--- config.mk ---
export PLATFORM = sky130hd
export DESIGN_NAME = bsram_ctrl_flat
export DESIGN_NICKNAME = d
export VERILOG_FILES = /design/src/core/bsram_pkg.sv /design/src/core/bsram_if.sv /design/src/core/bsram_ctrl.sv /design/src/core/bsram_skid.sv /design/src/flat_wrapper.sv
export SDC_FILE = /design/constraint.sdc
export NUM_CORES = 1
export LEC_CHECK = 0
export BUFFER_PORTS_ARGS = -buffer_cell sky130_fd_sc_hd__buf_2
export CORE_MARGIN = 2
export CORE_UTILIZATION = 59
export CTS_BUF_LIST = sky130_fd_sc_hd__clkbuf_8
export CTS_CLUSTER_SIZE = 25
export DETAILED_ROUTE_END_ITERATION = 10
export HOLD_SLACK_MARGIN = 0.1
export PLACE_DENSITY = 0.88
export REMOVE_ABC_BUFFERS = 1
export SYNTH_ARGS = -nofsm -noshare
export SYNTH_HDL_FRONTEND = slang
export SYNTH_HIERARCHICAL = 1
export SYNTH_SLANG_ARGS = --single-unit
--- constraint.sdc ---
create_clock -name mclk_in -period 10.2 [get_ports mclk_in]
set_input_delay 1.53 -clock mclk_in [delete_from_list [all_inputs] [get_ports mclk_in]]
set_output_delay 1.53 -clock mclk_in [all_outputs]
set_load 0.01 [all_outputs]
--- src/core/bsram_pkg.sv ---
// Purpose: Shared constants and types for the burst SRAM port slice
// Assumes: Single 20 MHz clock; each double-rate edge is one enable pulse
// Notes:   Parameters select the x8, x9, x18 or x36 configuration
package bsram_pkg;
    // Configuration widths (x18 by default)
    localparam int DATA_W      = 18;
    localparam int MASK_W      = 2;
    localparam int ADDR_W      = 19;
    localparam int LANE_W      = DATA_W / MASK_W;
    localparam int BURST_LEN   = 4;
    localparam int BEAT_W      = 2;
    // Simulation array depth per sub-array, kept small on purpose
    localparam int SUB_DEPTH_W = 6;
    // Rate divider: a phase toggles every cycle, rise then fall
    localparam int CLK_HZ      = 20_000_000;
    // Delay from read start to first output beat, in half cycles
    localparam int RD_LAT_HALF = 4;
    localparam logic [1:0] RD_CNT_INIT = 2'h0;

    typedef enum logic [1:0] {
        BSRAM_IDLE = 2'b00,
        BSRAM_WAIT = 2'b01,
        BSRAM_DRIVE = 2'b10
    } bsram_rd_e;
endpackage

--- src/core/bsram_if.sv ---
// Purpose: Pin bundle between controller and burst SRAM
// Assumes: All pins are synchronous to one system clock
// Notes:   Read data uses an output enable in place of high impedance
interface bsram_if;
    logic                           edge_pos;
    logic                           edge_neg;
    logic [bsram_pkg::ADDR_W-1:0]   addr;
    logic                           write_port_select_n;
    logic                           read_port_select_n;
    logic [bsram_pkg::DATA_W-1:0]   wdata;
    logic [bsram_pkg::MASK_W-1:0]   byte_write_mask_n;
    logic [bsram_pkg::DATA_W-1:0]   rdata;
    logic                           rdata_oe;

    modport ctrl (
        output edge_pos, edge_neg, addr, write_port_select_n, read_port_select_n,
        output wdata, byte_write_mask_n,
        input  rdata, rdata_oe
    );
    modport mem (
        input  edge_pos, edge_neg, addr, write_port_select_n, read_port_select_n,
        input  wdata, byte_write_mask_n,
        output rdata, rdata_oe
    );
endinterface

--- src/core/bsram_ctrl.sv ---
// Purpose: Controller end: issues bursts on the shared address bus
// Assumes: User holds requests until accepted
// Notes:   Writes and reads alternate on rise edges
module bsram_ctrl (
    // Clock and reset
    input  wire logic                                  mclk_in,
    input  wire logic                                  sys_rst_in,
    // Write request: four beats with masks
    input  wire logic                                  wr_valid_in,
    input  wire logic [bsram_pkg::ADDR_W-1:0]          wr_addr_in,
    input  wire logic [3:0][bsram_pkg::DATA_W-1:0]     wr_data_in,
    input  wire logic [3:0][bsram_pkg::MASK_W-1:0]     wr_mask_n_in,
    output logic                                       wr_ready_out,
    // Read request
    input  wire logic                                  rd_valid_in,
    input  wire logic [bsram_pkg::ADDR_W-1:0]          rd_addr_in,
    output logic                                       rd_ready_out,
    // Read data to user
    output logic                                       rd_data_valid_out,
    output logic [bsram_pkg::DATA_W-1:0]               rd_data_out,
    input  wire logic                                  rd_data_ready_in,
    // Memory pins
    bsram_if.ctrl                                      mem_if
);
    typedef struct packed {
        logic                              phase;
        logic [1:0]                        wbeat;
        logic                              wact;
        logic [3:0][bsram_pkg::DATA_W-1:0] wdat;
        logic [3:0][bsram_pkg::MASK_W-1:0] wmsk;
        logic [bsram_pkg::ADDR_W-1:0]      addr;
        logic                              wsel_n;
        logic                              rsel_n;
        logic [bsram_pkg::DATA_W-1:0]      wd;
        logic [bsram_pkg::MASK_W-1:0]      wm;
        logic                              turn;
    } bsram_ctrl_s;
    bsram_ctrl_s st_q, st_d;
    logic rd_buf_ready;

    // Phase 0 is the accept cycle, so the select lands on the positive edge
    assign mem_if.edge_pos            = st_q.phase;
    assign mem_if.edge_neg            = ~st_q.phase;
    assign mem_if.addr                = st_q.addr;
    assign mem_if.write_port_select_n = st_q.wsel_n;
    assign mem_if.read_port_select_n  = st_q.rsel_n;
    assign mem_if.wdata               = st_q.wd;
    assign mem_if.byte_write_mask_n   = st_q.wm;
    // A write burst takes two rise edges, so a new one waits for the last
    assign wr_ready_out = ~st_q.phase && ~st_q.wact && st_q.turn;
    assign rd_ready_out = ~st_q.phase && ~st_q.turn && rd_buf_ready;

    always_comb begin
        st_d       = st_q;
        st_d.phase = ~st_q.phase;
        st_d.wsel_n = 1'b1;
        st_d.rsel_n = 1'b1;
        if (~st_q.phase) begin
            st_d.turn = ~st_q.turn;
            if (wr_valid_in && wr_ready_out) begin
                st_d.wsel_n = 1'b0;
                st_d.addr   = wr_addr_in;
                st_d.wdat   = wr_data_in;
                st_d.wmsk   = wr_mask_n_in;
                st_d.wact   = 1'b1;
                st_d.wbeat  = 2'h0;
            end else if (rd_valid_in && rd_ready_out) begin
                st_d.rsel_n = 1'b0;
                st_d.addr   = rd_addr_in;
            end
        end
        if (st_q.wact || (~st_q.phase && wr_valid_in && wr_ready_out)) begin
            // Data and mask leave together so they land on one edge
            st_d.wd = st_q.wact ? st_q.wdat[st_q.wbeat] : wr_data_in[0];
            st_d.wm = st_q.wact ? st_q.wmsk[st_q.wbeat] : wr_mask_n_in[0];
            if (st_q.wact) begin
                st_d.wbeat = st_q.wbeat + 2'h1;
                st_d.wact  = (st_q.wbeat != 2'h3);
            end else begin
                st_d.wbeat = 2'h1;
            end
        end
    end

    always_ff @(posedge mclk_in or posedge sys_rst_in) begin
        if (sys_rst_in) begin
            st_q        <= '0;
            st_q.wsel_n <= 1'b1;
            st_q.rsel_n <= 1'b1;
            st_q.wm     <= '1;
        end else begin
            st_q <= st_d;
        end
    end

    // Buffer absorbs a user stall; reads are only issued with room free
    bsram_skid u_skid (
        .mclk_in     (mclk_in),
        .sys_rst_in  (sys_rst_in),
        .s_valid_in  (mem_if.rdata_oe),
        .s_data_in   (mem_if.rdata),
        .s_ready_out (rd_buf_ready),
        .m_valid_out (rd_data_valid_out),
        .m_data_out  (rd_data_out),
        .m_ready_in  (rd_data_ready_in)
    );
endmodule

--- src/core/bsram_skid.sv ---
// Purpose: Two-entry buffer for read words toward the user
// Assumes: Source cannot stall, so upstream ready is advisory
// Notes:   Holds two words so a one-cycle stall loses none
module bsram_skid (
    // Clock and reset
    input  wire logic                          mclk_in,
    input  wire logic                          sys_rst_in,
    // Upstream
    input  wire logic                          s_valid_in,
    input  wire logic [bsram_pkg::DATA_W-1:0]  s_data_in,
    output logic                               s_ready_out,
    // Downstream
    output logic                               m_valid_out,
    output logic [bsram_pkg::DATA_W-1:0]       m_data_out,
    input  wire logic                          m_ready_in
);
    typedef struct packed {
        logic [1:0]                      cnt;
        logic                            rd;
        logic [1:0][bsram_pkg::DATA_W-1:0] mem;
    } bsram_skid_s;
    bsram_skid_s st_q, st_d;
    logic push;
    logic pop;

    // A full buffer still takes a word when one leaves in the same cycle
    assign s_ready_out = (st_q.cnt != 2'h2) || m_ready_in;
    assign m_valid_out = (st_q.cnt != 2'h0);
    assign m_data_out  = st_q.mem[st_q.rd];

    always_comb begin
        st_d = st_q;
        push = s_valid_in && s_ready_out;
        pop  = m_valid_out && m_ready_in;
        if (push) begin
            // Count two with a pop frees the slot being read out
            st_d.mem[st_q.rd ^ st_q.cnt[0]] = s_data_in;
        end
        if (pop) begin
            st_d.rd = ~st_q.rd;
        end
        st_d.cnt = st_q.cnt + {1'b0, push} - {1'b0, pop};
    end

    always_ff @(posedge mclk_in or posedge sys_rst_in) begin
        if (sys_rst_in) begin
            st_q <= '0;
        end else begin
            st_q <= st_d;
        end
    end
endmodule

--- src/flat_wrapper.sv ---
// flat-port wrapper written by rule: the top's interface ports become plain ports
module bsram_ctrl_flat 
  (mclk_in, sys_rst_in, wr_valid_in, wr_addr_in, wr_data_in, wr_mask_n_in, wr_ready_out, rd_valid_in, rd_addr_in, rd_ready_out, rd_data_valid_out, rd_data_out, rd_data_ready_in, mem_if_edge_pos, mem_if_edge_neg, mem_if_addr, mem_if_write_port_select_n, mem_if_read_port_select_n, mem_if_wdata, mem_if_byte_write_mask_n, mem_if_rdata, mem_if_rdata_oe);
  bsram_if mem_if_i ();
  input  wire logic mclk_in;
  input  wire logic sys_rst_in;
  input  wire logic wr_valid_in;
  input  wire logic [bsram_pkg::ADDR_W-1:0] wr_addr_in;
  input  wire logic [3:0][bsram_pkg::DATA_W-1:0] wr_data_in;
  input  wire logic [3:0][bsram_pkg::MASK_W-1:0] wr_mask_n_in;
  output logic wr_ready_out;
  input  wire logic rd_valid_in;
  input  wire logic [bsram_pkg::ADDR_W-1:0] rd_addr_in;
  output logic rd_ready_out;
  output logic rd_data_valid_out;
  output logic [bsram_pkg::DATA_W-1:0] rd_data_out;
  input  wire logic rd_data_ready_in;
  output wire logic [$bits(mem_if_i.edge_pos)-1:0] mem_if_edge_pos;
  output wire logic [$bits(mem_if_i.edge_neg)-1:0] mem_if_edge_neg;
  output wire logic [$bits(mem_if_i.addr)-1:0] mem_if_addr;
  output wire logic [$bits(mem_if_i.write_port_select_n)-1:0] mem_if_write_port_select_n;
  output wire logic [$bits(mem_if_i.read_port_select_n)-1:0] mem_if_read_port_select_n;
  output wire logic [$bits(mem_if_i.wdata)-1:0] mem_if_wdata;
  output wire logic [$bits(mem_if_i.byte_write_mask_n)-1:0] mem_if_byte_write_mask_n;
  input wire logic [$bits(mem_if_i.rdata)-1:0] mem_if_rdata;
  input wire logic [$bits(mem_if_i.rdata_oe)-1:0] mem_if_rdata_oe;
  assign mem_if_edge_pos = mem_if_i.edge_pos;
  assign mem_if_edge_neg = mem_if_i.edge_neg;
  assign mem_if_addr = mem_if_i.addr;
  assign mem_if_write_port_select_n = mem_if_i.write_port_select_n;
  assign mem_if_read_port_select_n = mem_if_i.read_port_select_n;
  assign mem_if_wdata = mem_if_i.wdata;
  assign mem_if_byte_write_mask_n = mem_if_i.byte_write_mask_n;
  assign mem_if_i.rdata = mem_if_rdata;
  assign mem_if_i.rdata_oe = mem_if_rdata_oe;
  bsram_ctrl u_core (.mclk_in(mclk_in), .sys_rst_in(sys_rst_in), .wr_valid_in(wr_valid_in), .wr_addr_in(wr_addr_in), .wr_data_in(wr_data_in), .wr_mask_n_in(wr_mask_n_in), .wr_ready_out(wr_ready_out), .rd_valid_in(rd_valid_in), .rd_addr_in(rd_addr_in), .rd_ready_out(rd_ready_out), .rd_data_valid_out(rd_data_valid_out), .rd_data_out(rd_data_out), .rd_data_ready_in(rd_data_ready_in), .mem_if(mem_if_i));
endmodule
==> impl_results.md <==
* Vias at 5977
* Layout cells sized above 1 at 0.321
* Mean Syn Cell Area at 10.2 sq um
* Data arrival, critical path at 2420 ps
* Area of the placeable core at 12700 sq um
* Sinks on the clock net at 165
* Final hold viol count at 0
* Fraction of the mapped netlist area in simple logic gates at 0.160
* Worst min-delay path class: register to register
* Terminating pin of the worst hold path: u_core/st_q[95]
* Iteration count of the initial detailed-routing pass at 5
* Clock buffers created by TritonCTS at 17
* Count of max-cap constraint violations at 0
* Number of slew-limit violations in the final report at 0
* Vias per inst at 5.54
* Resized cells post-CTS at 0
* Effective utilization at floorplan at 0.606
* Area used by multi-input combinational logic at 2870 sq um
* Final Wtd Congestion at 0.859
* Number of DRC markers in iteration 0 at 683
* Largest family of logic cells by synthesized area: simple AND/OR/NAND/NOR gates
* Nets at 1038
* Slew Limit Headroom at 0.270
* Master of the slowest instance on the critical path: sky130_fd_sc_hd__or2b_1
* Count of input and output buffers at 205
* Setup skew after layout at 7.32 ps
* Dominant synthesized flop cell: sky130_fd_sc_hd__dfrtp_1
* Register-to-register setup slack at 7430 ps
* Crit-path cells: buf_2, nor2b_4, or2b_1, nor3b_1, buf_2
* Horizontal extent of the die at 118 um
* PnR worst setup slack at 6250 ps
* Run status: finished clean
* Post-CTS repair timing setup buffer count at 0
* Hold slack final at 478 ps
* Critical register-to-register path startpoint: u_core/st_q[122]
* Total overflow reported by the global router at 0
* TritonCTS clock tree: yes
* Post-synthesis instance total at 755
* Mean routed wirelength per cell at 16.5 um
* Endpoints failing setup at 0
* Proportion of synthesized area in mux cells at 0.0770
* Fraction of registers with async set or reset after synthesis at 1.00
* Total Die Area at 13900 sq um
* Worst ir drop on vdd at 0.217 mV
* Filler cell count in the final layout at 963
* Setup CP Type: input pin to output pin
* Most common library cells after synthesis: 250 x sky130_fd_sc_hd__nand2_1, 161 x sky130_fd_sc_hd__dfrtp_1, 44 x sky130_fd_sc_hd__buf_4
* Maximum number of pins on one net before global-route repair at 104
* Crit share post-route at 0.387
* Worst hold path startpoint: u_core/st_q[95]
* PD cells at 287 nW/um^2
* Ranking of synthesized cells by area: sky130_fd_sc_hd__dfrtp_1 52%, sky130_fd_sc_hd__nand2_1 12%, sky130_fd_sc_hd__mux2i_1 5.2%
* Warnings, synthesis at 6
* Post-Synth Adder-Cell Area at 0.00326
* Worst Reg2Reg Path Length in Cells at 6
* RR Endpoint: u_core/mem_if.addr[13]
* Most frequent cell after synthesis: sky130_fd_sc_hd__nand2_1
* Tmin final at 3950 ps
* Drc violations at 0
* Highest net fanout along the worst path at 6
* Crit path top cell by count: sky130_fd_sc_hd__buf_2
* Total wire length after detailed routing at 17800 um
* Area fraction of the dominant cell type after synthesis at 0.525
* Sequential cell area at 4140 sq um
* Area of the mapped netlist at 7680 sq um
* Number of global-route vias before repair at 5813
* I/O Pins at 206
* Highest Signal Layer: met5
* Wire length on met2 at 8600 um
* Dominant cell type by area after synthesis: sky130_fd_sc_hd__dfrtp_1
* RSZ-0062 raised after global routing: no
* CTS H-tree lvls at 4
* Ant. Diodes at 0
* Clock transition at the registers of the reported paths at 90 ps
* Number of antenna violations at the first check in global routing at 1
* Transition time at the pin with the least slew margin at 1090 ps
* Hold-fix buffer count after cts at 0
* Critical Path Source Type: input pin
* DRT antenna net count at 0
* Worst-skew pair later-pin latency at 450 ps
* Setup crit end kind: output pin
* Post-synthesis register bit count at 165
* Wire length the detailed router placed on met1 at 7630 um
* Number of flops mapped to enable cells by yosys at 0
* Distinct cell type count of the synthesized netlist at 38
* Sequential area share after synthesis at 0.538
* Synth-to-layout area growth at 14.4%
* Min-Delay Path Depth at 2
* Overall track demand over capacity in global routing at 0.260
* First-pass GRT wire length at 29000 um
* Share of the synthesized area in compound gates (AO/OA/AOI/OAI) at 0.127
* Cell area after placement at 8380 sq um
* Worst Path Required at 8670 ps
* Synthesized-area fraction occupied by xor and xnor cells at 0.00570
* Setup TNS at 0 ps
* P_leak at 4.48 nW
* Final Core Density at 0.693
* Clock Root Buffer: sky130_fd_sc_hd__clkbuf_8
* Setup Slack @ Placement at 6260 ps
* Crit-path max cell delay at 250 ps
* Area of all placed cells without fillers at 8790 sq um
* Post-detail-place hpwl at 11400 um
* Max Fclk at 0.253 GHz
* Die Ht at 118 um
* Routed met3 length at 1320 um
* Maximum clock path buffer count at 2
* Rows at 41
## critical path: cells and delay by family
family | cells | cell delay (ps)
AND/OR/NAND/NOR | 3 | 590
buffers and inverters | 2 | 290
## cell type report
class | instances | share of cell area
Sequential cell | 165 | 0.471
Multi-Input combinational cell | 474 | 0.327
Timing Repair Buffer | 210 | 0.121
Clock buffer | 20 | 0.0313
Tap cell | 172 | 0.0245
Clock inverter | 12 | 0.0145
Inverter | 26 | 0.0114
## cells in the final DEF (no fill, tap or decap), types with 3 or more instances in the layout
cell type	n
sky130_fd_sc_hd__nand2_1	250
sky130_fd_sc_hd__o22ai_1	39
sky130_fd_sc_hd__a21oi_1	21
sky130_fd_sc_hd__inv_1	24
sky130_fd_sc_hd__o32a_2	16
sky130_fd_sc_hd__nand2b_1	19
sky130_fd_sc_hd__buf_2	205
sky130_fd_sc_hd__clkinvlp_4	3
sky130_fd_sc_hd__o32a_1	18
sky130_fd_sc_hd__mux2i_1	40
sky130_fd_sc_hd__clkinv_2	3
sky130_fd_sc_hd__buf_4	5
sky130_fd_sc_hd__dfrtp_1	160
sky130_fd_sc_hd__clkbuf_8	20
sky130_fd_sc_hd__o21ai_0	3
sky130_fd_sc_hd__xnor2_1	4
sky130_fd_sc_hd__mux2_2	17
sky130_fd_sc_hd__a221o_1	20
sky130_fd_sc_hd__dfstp_2	4
## metrics by stage
step / cells / power (mW)
after floorplan: 665 / 1.74
after global placement: 1047 / 2.01
after detailed placement: 1047 / 2.06
after CTS: 1079 / 2.53
after global routing: 1079 / 2.69
final: 1079 / 2.52
## worst max path at each step
stage	slack, ps	from	depth (start not counted)	end
after floorplan	5320	sys_rst_in	1	u_core/mem_if.addr[0]
after global placement	6270	rd_data_ready_in	5	rd_ready_out
after detailed placement	6260	rd_data_ready_in	5	rd_ready_out
after CTS	6250	rd_data_ready_in	5	rd_ready_out
after global routing	6200	rd_data_ready_in	5	rd_ready_out
final	6250	rd_data_ready_in	5	rd_ready_out
## power by group
| part | internal (mW) | total, mW | switching [mW] | leakage, nW |
|---|---|---|---|---|
| Combinational | 0.458 | 0.932 | 0.473 | 2.33 |
| Clock | 0.237 | 0.473 | 0.236 | 0.203 |
| Sequential | 0.936 | 1.12 | 0.183 | 1.94 |
## metal layers
layer	vias to the layer above	track usage
li1	2801	-
met1	2897	0.353
met2	247	0.400
met3	30	0.0872
met4	2	0.0745
met5	-	0
## registers in the layout (all words and copies together) (netlist names)
name,cells
u_core/st_q,84
u_core/u_skid/st_q,39
u_core/mem_if.edge_pos,1
u_core/mem_if.read_port_select_n,1
u_core/mem_if.write_port_select_n,1
u_core/mem_if.wdata,18
u_core/mem_if.byte_write_mask_n,2
u_core/mem_if.addr,19
## cells by family after synthesis
| group | after synthesis |
|---|---|
| compound gates | 122 |
| xor+xnor | 5 |
| fa+ha+maj | 2 |
| buf+inv | 116 |
| flops | 165 |
| mux | 57 |
| simple gates | 288 |
Power figures use the tool's default switching activity.
